$ cat src/hdl/interlock_pkg.sv
// Purpose: shared constants and types for the drive enable interlock
// Assumes: single 200 MHz clock, synchronous active-high reset
// Notes: fault code is the drive's own event number
package interlock_pkg;
  localparam logic [7:0] FAULT_CODE_ENABLE = 8'h24; // fault 36
  localparam logic [7:0] FAULT_CODE_NONE = 8'h00; // no fault latched
  localparam logic FUNC_RUN = 1'h0;
  localparam logic FUNC_INHIBIT = 1'h1;
  localparam int SYNC_STAGES = 2;
  typedef enum logic [2:0]
  {
    ST_DISABLED = 3'h1,
    ST_ENABLED = 3'h2,
    ST_FAULTED = 3'h4
  } ilk_state_e;
endpackage : interlock_pkg

$ cat src/hdl/enable_sync_if.sv
// Purpose: carries the synchronised enable level between modules
// Assumes: one clock domain
// Notes: none
`timescale 1ns/10ps
`default_nettype none
interface enable_sync_if;
  logic level;
  modport src (output level);
  modport dst (input level);
endinterface : enable_sync_if
`default_nettype wire

$ cat src/hdl/enable_sync.sv
// Purpose: two-flop synchroniser for the enable/inhibit input pin
// Assumes: pin is asynchronous to clock
// Notes: first stage feeds only the second
`timescale 1ns/10ps
`default_nettype none
module enable_sync
  import interlock_pkg::*;
(
  input wire logic clock, // system clock
  input wire logic srst, // sync reset, active high
  input wire logic pin_in, // raw enable pin
  enable_sync_if.src sync // synchronised level
);
  logic [SYNC_STAGES-1:0] stage_q;

  always_ff @(posedge clock)
  begin
    if (srst)
      stage_q <= '0;
    else
      stage_q <= {stage_q[SYNC_STAGES-2:0], pin_in};
  end

  assign sync.level = stage_q[SYNC_STAGES-1];
endmodule : enable_sync
`default_nettype wire

$ cat src/hdl/drive_enable_interlock.sv
// Purpose: decides power-stage enable from pin, setting, program state, requests
// Assumes: requests are one-cycle pulses on clock; pin is asynchronous
// Notes: fault stays latched until fault_clear or a valid enable
// Operation
// - run setting, no program: input enables drive
// - run setting, program running: input inhibits only
// - inhibit setting: input is inhibit only
// - inhibit: requests enable only while input active
// - request with input inactive: reject, fault 36
// - input lost while enabled: disable, fault 36
`timescale 1ns/10ps
`default_nettype none
module drive_enable_interlock
  import interlock_pkg::*;
(
  input wire logic clock, // 200 MHz clock
  input wire logic srst, // sync reset, active high
  input wire logic enable_inhibit_input, // enable pin, high = active
  input wire logic enable_function, // 0 run, 1 inhibit
  input wire logic program_running, // user program executing
  input wire logic enable_request, // pulse from program or host
  input wire logic disable_request, // pulse from program or host
  input wire logic fault_clear, // pulse, clears latched fault
  output logic drive_enable, // power stage enable
  output logic fault_active, // latched fault flag
  output logic [7:0] fault_code, // code of latched fault
  output logic fault_event // one-cycle pulse when fault raised
);
  enable_sync_if sync_bus ();

  enable_sync u_sync
  (
    .clock(clock),
    .srst(srst),
    .pin_in(enable_inhibit_input),
    .sync(sync_bus.src)
  );

  ////////////////////////////////////////////////////////////////////////
  logic pin_q;
  logic pin_prev_q;
  ilk_state_e state_q;
  ilk_state_e state_d;
  logic level_mode;
  logic req_ok;
  logic req_bad;
  logic pin_lost;
  logic raise_fault;

  // one decode shared by loss detection, enable output and fault release
  function automatic logic is_on(input ilk_state_e st);
    return st == ST_ENABLED;
  endfunction : is_on

  assign pin_q = sync_bus.level;

  always_ff @(posedge clock)
  begin
    if (srst)
      pin_prev_q <= 1'h0;
    else
      pin_prev_q <= pin_q;
  end

  // level mode only with run setting and no program
  assign level_mode = (enable_function == FUNC_RUN) && !program_running;
  assign req_ok = enable_request && pin_q && !level_mode;
  assign req_bad = enable_request && !pin_q;
  // loss is judged on the synchronised level, so a low caught at even one clock edge is enough to fault
  assign pin_lost = is_on(state_q) && !pin_q;
  assign raise_fault = req_bad || pin_lost;

  ////////////////////////////////////////////////////////////////////////
  always_comb
  begin
    state_d = state_q;
    case (state_q)
      ST_DISABLED, ST_FAULTED:
      begin
        if (level_mode && pin_q && !pin_prev_q)
          state_d = ST_ENABLED;
        else if (req_ok)
          state_d = ST_ENABLED;
        else if (req_bad)
          state_d = ST_FAULTED;
        else if (state_q == ST_FAULTED && fault_clear)
          state_d = ST_DISABLED;
      end
      ST_ENABLED:
      begin
        if (pin_lost)
          state_d = ST_FAULTED;
        else if (disable_request)
          state_d = ST_DISABLED;
      end
      default: state_d = ST_DISABLED;
    endcase
  end

  always_ff @(posedge clock)
  begin
    if (srst)
      state_q <= ST_DISABLED;
    else
      state_q <= state_d;
  end

  ////////////////////////////////////////////////////////////////////////
  // taken from the next state so the pin cannot glitch the power stage
  always_ff @(posedge clock)
  begin
    if (srst)
      drive_enable <= 1'h0;
    else
      drive_enable <= is_on(state_d);
  end

  // set wins over clear in the same cycle, so a loss is never hidden by a clear
  always_ff @(posedge clock)
  begin
    if (srst)
      fault_active <= 1'h0;
    else if (raise_fault)
      fault_active <= 1'h1;
    else if (fault_clear || is_on(state_d))
      fault_active <= 1'h0;
  end

  // code follows the flag on the same edge
  always_ff @(posedge clock)
  begin
    if (srst)
      fault_code <= FAULT_CODE_NONE;
    else if (raise_fault)
      fault_code <= FAULT_CODE_ENABLE;
    else if (fault_clear || is_on(state_d))
      fault_code <= FAULT_CODE_NONE;
  end

  always_ff @(posedge clock)
  begin
    if (srst)
      fault_event <= 1'h0;
    else
      fault_event <= raise_fault;
  end

  ////////////////////////////////////////////////////////////////////////
  AST_LOSS_DISABLES: assert property (@(posedge clock) disable iff (srst)
    (drive_enable && !pin_q) |=> !drive_enable && fault_active && fault_code == FAULT_CODE_ENABLE)
    else $error("enable loss did not disable with fault");
  AST_BAD_REQ_FAULT: assert property (@(posedge clock) disable iff (srst)
    (enable_request && !pin_q) |=> !drive_enable && fault_active && fault_event)
    else $error("request without input not rejected");
  AST_INHIBIT_NO_SELF_ENABLE: assert property (@(posedge clock) disable iff (srst)
    (!drive_enable && enable_function == FUNC_INHIBIT && !enable_request) |=> !drive_enable)
    else $error("inhibit setting enabled without request");
  AST_PROG_NO_SELF_ENABLE: assert property (@(posedge clock) disable iff (srst)
    (!drive_enable && program_running && !enable_request) |=> !drive_enable)
    else $error("running program let input enable drive");
  AST_REQ_ENABLES: assert property (@(posedge clock) disable iff (srst)
    (enable_request && pin_q && !level_mode && !drive_enable) |=> drive_enable && !fault_active)
    else $error("valid request did not enable");
  AST_LEVEL_ENABLES: assert property (@(posedge clock) disable iff (srst)
    (level_mode && pin_q && !pin_prev_q && !drive_enable) |=> drive_enable)
    else $error("input edge did not enable in run mode");
  AST_ENABLE_NEEDS_PIN: assert property (@(posedge clock) disable iff (srst)
    $rose(drive_enable) |-> $past(pin_q))
    else $error("drive enabled with input inactive");
  AST_FAULT_HOLDS: assert property (@(posedge clock) disable iff (srst)
    (fault_active && !fault_clear && !enable_request && !(level_mode && pin_q)) |=> fault_active)
    else $error("fault dropped without clear or enable");

  ////////////////////////////////////////////////////////////////////////
  // output relations held on every cycle
  AST_RESET_QUIET: assert property (@(posedge clock)
    srst |=> !drive_enable && !fault_active && !fault_event && fault_code == FAULT_CODE_NONE)
    else $error("outputs not cleared by reset");
  AST_CODE_TRACKS_FLAG: assert property (@(posedge clock) disable iff (srst)
    fault_code == (fault_active ? FAULT_CODE_ENABLE : FAULT_CODE_NONE))
    else $error("fault code disagrees with fault flag");
  AST_EVENT_WITH_FLAG: assert property (@(posedge clock) disable iff (srst)
    fault_event |-> fault_active)
    else $error("fault pulse without latched fault");
  AST_INPUT_LOW_STAYS_OFF: assert property (@(posedge clock) disable iff (srst)
    !pin_q |=> !drive_enable)
    else $error("drive enabled while input inactive");

  // fault raising and release
  AST_NO_EVENT_WITHOUT_CAUSE: assert property (@(posedge clock) disable iff (srst)
    (!enable_request && !(drive_enable && !pin_q)) |=> !fault_event)
    else $error("fault raised with no cause");
  AST_LOSS_BEATS_CLEAR: assert property (@(posedge clock) disable iff (srst)
    (fault_clear && drive_enable && !pin_q) |=> fault_active && !drive_enable)
    else $error("clear hid a loss fault");
  AST_PROG_LOSS_FAULTS: assert property (@(posedge clock) disable iff (srst)
    (program_running && drive_enable && !pin_q) |=> fault_event && !drive_enable)
    else $error("loss with program running not faulted");
  AST_CLEAR_DROPS_FAULT: assert property (@(posedge clock) disable iff (srst)
    (fault_clear && !enable_request && !(drive_enable && !pin_q)) |=> !fault_active)
    else $error("clear did not drop fault");
  AST_CLEAR_NO_ENABLE: assert property (@(posedge clock) disable iff (srst)
    (fault_clear && !enable_request && !level_mode && !drive_enable) |=> !drive_enable)
    else $error("clear alone enabled drive");

  // request handling by setting
  AST_RUN_REQ_IGNORED: assert property (@(posedge clock) disable iff (srst)
    (level_mode && enable_request && pin_q && pin_prev_q && !drive_enable) |=> !drive_enable && !fault_event)
    else $error("request acted on while input governs");
  AST_INHIBIT_REQ_ENABLES: assert property (@(posedge clock) disable iff (srst)
    (enable_function == FUNC_INHIBIT && enable_request && pin_q && !drive_enable) |=> drive_enable)
    else $error("inhibit setting refused valid request");

  COV_LEVEL_ENABLE: cover property (@(posedge clock) disable iff (srst)
    level_mode && pin_q ##1 drive_enable);
  COV_REQ_ENABLE: cover property (@(posedge clock) disable iff (srst) req_ok ##1 drive_enable);
  COV_LOSS: cover property (@(posedge clock) disable iff (srst) drive_enable ##1 !drive_enable && fault_active);
  COV_BAD_REQ: cover property (@(posedge clock) disable iff (srst) req_bad);
  COV_CLEAR: cover property (@(posedge clock) disable iff (srst) fault_active && fault_clear ##1 !fault_active);
endmodule : drive_enable_interlock
`default_nettype wire

$ cat config.mk
export PLATFORM = sky130hd
export DESIGN_NAME = drive_enable_interlock
export DESIGN_NICKNAME = d
export VERILOG_FILES = /design/src/hdl/interlock_pkg.sv /design/src/hdl/enable_sync_if.sv /design/src/hdl/enable_sync.sv /design/src/hdl/drive_enable_interlock.sv
export SDC_FILE = /design/constraint.sdc
export NUM_CORES = 1
export LEC_CHECK = 0
export ABC_AREA = 1
export ABC_CLOCK_PERIOD_IN_PS = 1300
export BUFFER_PORTS_ARGS = -buffer_cell sky130_fd_sc_hd__clkbuf_2
export CORE_AREA = 3 3 40 42
export DETAILED_ROUTE_END_ITERATION = 12
export DIE_AREA = 0 0 43 45
export PLACE_DENSITY = 0.72
export SYNTH_ARGS = -nofsm -noshare
export SYNTH_HDL_FRONTEND = slang
export SYNTH_SLANG_ARGS = --single-unit
export TNS_END_PERCENT = 20
$ cat constraint.sdc
create_clock -name clock -period 1.3 [get_ports clock]
set_input_delay 0 -clock clock [delete_from_list [all_inputs] [get_ports clock]]
set_output_delay 0 -clock clock [all_outputs]
set_load 0.1 [all_outputs]
[Word-level counts from Yosys, hierarchy flattened]
Cells that the tools add are included.
Storage, ports and cells
  RAM bits: 0
  logic and storage cells: 39
  input port bits: 8
  memories: 0
  latch bits: 0
  bits in registers: 11
  output and inout bits: 11
  bits in read-only memories: 0
Operators by class
  multipliers: 0
  magnitude comparators: 0
  shift-type cells: 0
  bitwise logic cells: 1
  $add $sub $neg: 0
  equality and inequality tests: 4
  divide/modulo/power cells: 0
  muxes and demuxes: 11
  reduce and logical (&&, ||, !) cells: 16
Operators with widths (number)
  $mux W3: 6
  $mux W6: 2
  $logic_and A1 B1 Y1: 8
  $eq A3 B2 Y1 const B: 2
  $pmux W3 S2: 1
  $logic_not A1 Y1: 4
  $eq A3 B1 Y1 const B: 1
  $eq A3 B3 Y1 const B: 1
  $logic_or A1 B1 Y1: 2
  $mux W1: 2
  $reduce_bool A2 Y1: 1
  $reduce_or A2 Y1: 1
  $not A1 Y1: 1

[Logic depth before layout (Yosys ltp)]
  depth in word-level cells: 11
  mapped depth: 7
  mapped depth without buffers: 7

[By module]
From an unflattened synthesis, not the netlist that was laid out.
Second synthesis, totals
  cell total of the unflattened synthesis: 76
  area total of the unflattened synthesis: 503.0 µm²
Modules (own cells, without submodules)
  drive_enable_interlock: times used 1, cells an instance 70, area an instance 447.9 µm²
  enable_sync: times used 1, cells an instance 6, area an instance 55.1 µm²

[Least setup slack after synthesis]
No wires, ideal clock.
  kind: register to register
  start point: register fault_code[2] (netlist name)
  end point: register fault_code[2]
  period minus slack after synthesis: 1.433 ns
  setup slack: -0.133 ns
  stages on the path, launching flop included: 4
  data arrival time: 1.365 ns
  setup time: 0.068 ns
  path buffers: 0
  required time: 1.232 ns
  cell sequence: dfxtp_1 > nor3b_1 > nand3_1 > o21ai_2
RTL lines
  end signal: assignment: RTL line drive_enable_interlock.sv:133  | fault_code <= FAULT_CODE_NONE;
  end signal: assignment: RTL line drive_enable_interlock.sv:135  | fault_code <= FAULT_CODE_ENABLE;
  end signal: assignment: RTL line drive_enable_interlock.sv:137  | fault_code <= FAULT_CODE_NONE;
  end: declaration: RTL line drive_enable_interlock.sv:26  | output logic [7:0] fault_code,

==> impl_metrics.ini <==
[global_routing]
grt_overflow_total = 0
track_usage = 0.0977
grt_pass1_wl_um = 1340
grt_pass1_vias = 373
grt_max_degree = 11
antenna_found_initial = 0

[worst_setup_path]
path_class = reg -> out
crit_slowest_cell = clkbuf_2
path_cells = clkbuf_2
cp.arrival_ns = 1.05
crit_family = buffers and inverters
endpoint_kind = primary output
required_ns = 1.30
max_stage_delay_ns = 0.45
path_buf_inv = 1
cp-start-kind = flip-flop
crit_fanout = 4

[drt]
drt-initial-drc-count = 1
via_per_inst = 4.34
avgRoutedWirePerCell_um = 8.11
drc = 0
drt-total-wl_um = 827
drt-pass1-iter-count = 4
postRouteAntennaNets = 0
num_vias = 443

[sta]
finalClockSkew_ns = 0.00741
finalSetupViolCount = 0
worst_pin_slew_ns = 0.539
fmax_mhz = 955
tns_ns = 0
fin_crit_ns = 1.05
max_slew_margin = 0.642
fin_crit_sh = 0.806
final_max_slew_viol_count = 0
rsz0062_at_grt = false
hold_viol = 0

[cells_and_area]
nNetsFinal = 96
syn2layout_area_growth_pct = 14.0
n_antenna_cell = 0
fin_cells = 102
fillers = 142
drive_gt1_frac = 0.287
final_core_util = 0.452
fin_area_um2 = 581

[cts]
cts_made_buffers = 3
insertion_delay_ns = 0.27
cts_buffer_depth = 2
cts_tree = built
cts_resized = 0
cts_sinks = 9
clk_pin_slew_ns = 0.07
h-tree-depth = 1
cts_root_buf = clkbuf_4

[synthesis]
ys_seq_area_frac = 0.354
synth_warnings = 0
ys_ff_latch = 9
synth_area_um2 = 509
synth_cells = 74
synth_cell_types = 16
syn_avg_cell_area_um2 = 6.88

[run_status]
outcome = finished, final reports clean

[place]
postPlaceCellArea_um2 = 544
port_buffers = 12
hpwl_um = 674
dp_cells = 97
place_congestion = 0.840

[floorplanning]
io_pins = 19
die_w_um = 43
floorplan.die_area_um2 = 1940
initial_utilization = 0.396
rows = 13
die_y_um = 45
core-area_um2 = 1280

[power_and_ir_drop]
p_leak_nw = 0.322
p_per_area_nw_per_um2 = 1420
vdd_drop_max_mv = 0.550

[run]
max-cap-violations = 0

[worst_hold_path]
hold_class = in -> reg
## worst paths after layout
kind	end	cells past startpoint	slack, ns	start
hold reg to reg	u_sync.stage_q[1]$_SDFF_PP0_	2	0.40	u_sync.stage_q[0]$_SDFF_PP0_
setup / recovery	fault_active	1	0.25	fault_code[2]$_SDFFE_PP0P_
setup reg to reg	fault_code[2]$_SDFFE_PP0P_	7	0.29	u_sync.stage_q[1]$_SDFF_PP0_
hold / removal	u_sync.stage_q[1]$_SDFF_PP0_	2	0.04	srst
## power breakdown
part	total (mW)	switching, mW	internal [mW]
sequential	0.312	0.0146	0.298
clock	0.222	0.103	0.118
combinational	0.290	0.231	0.0591
## per-layer routing
layer  up-vias  wire, um  track usage
met4         0        21       0.0904
li1        235         -            -
met5         -         0            0
met1       189       349        0.105
met3         4        52       0.0359
met2        15       404        0.150
## area by class of cell
type                    count  area [um^2]  area share
well taps                  15         18.8      0.0323
clock buffers               4         26.3      0.0453
multi-input cells          48          235       0.405
inverters                  13         48.8      0.0841
repair buffers             13         70.1       0.121
flip-flops and latches      9          181       0.312
## cell usage after synthesis (all sizes together)
library cell,count,area [um^2]
dfxtp,9,180
buf,8,60.1
nor3b,1,7.51
nor2,9,48.8
conb,1,3.75
a21oi,2,10.0
nand2,18,77.6
clkbuf,1,3.75
inv,13,48.8
o21ai,3,18.8
nand3,9,50.1
## cell usage in the layout (no fill, tap or decap)
master,n
nor2_4,2
nand2_2,4
nand3_2,1
a21oi_1,2
nor3b_1,1
inv_2,1
nand2_1,14
clkbuf_4,3
o21ai_0,2
dfxtp_1,8
nor2_1,7
dlygate4sd3_1,1
nand3_1,8
conb_1,6
o21ai_2,1
inv_1,12
clkbuf_1,1
dfxtp_2,1
clkbuf_2,12
## stage by stage
stage | setup WS (ns) | hold slack [ns] | total power [mW]
6_report | 0.253 | 0.0351 | 0.824
5_1_grt | 0.207 | 0.0491 | 0.867
4_1_cts | 0.239 | 0.0255 | 0.835
3_5_place_dp | 0.310 | 0.203 | 0.608
3_3_place_gp | 0.327 | 0.199 | 0.606
2_1_floorplan | 0.186 | 0.107 | 0.589
## repair_timing
action / CTS / global route
endpoints found under the hold margin: 1 / 0
hold buffers: 1 / 0
buffers inserted: 0 / 0
## cell families (layout without fill, tap and decap cells)
logic type	count (synthesis)	after routing	synth area share
AOI/OAI and AO/OA	5	5	0.0565
buffers and inverters	22	30	0.221
DFF	9	9	0.354
other	1	6	0.00736
and+or+nand+nor	37	37	0.361
## registers in the layout, summed over array words and instances, names as in the netlist
signal and count:
state_q 3, fault_event 1, fault_code 1, pin_prev_q 1, u_sync.stage_q 2, drive_enable 1
Power figures use the tool's default switching activity.
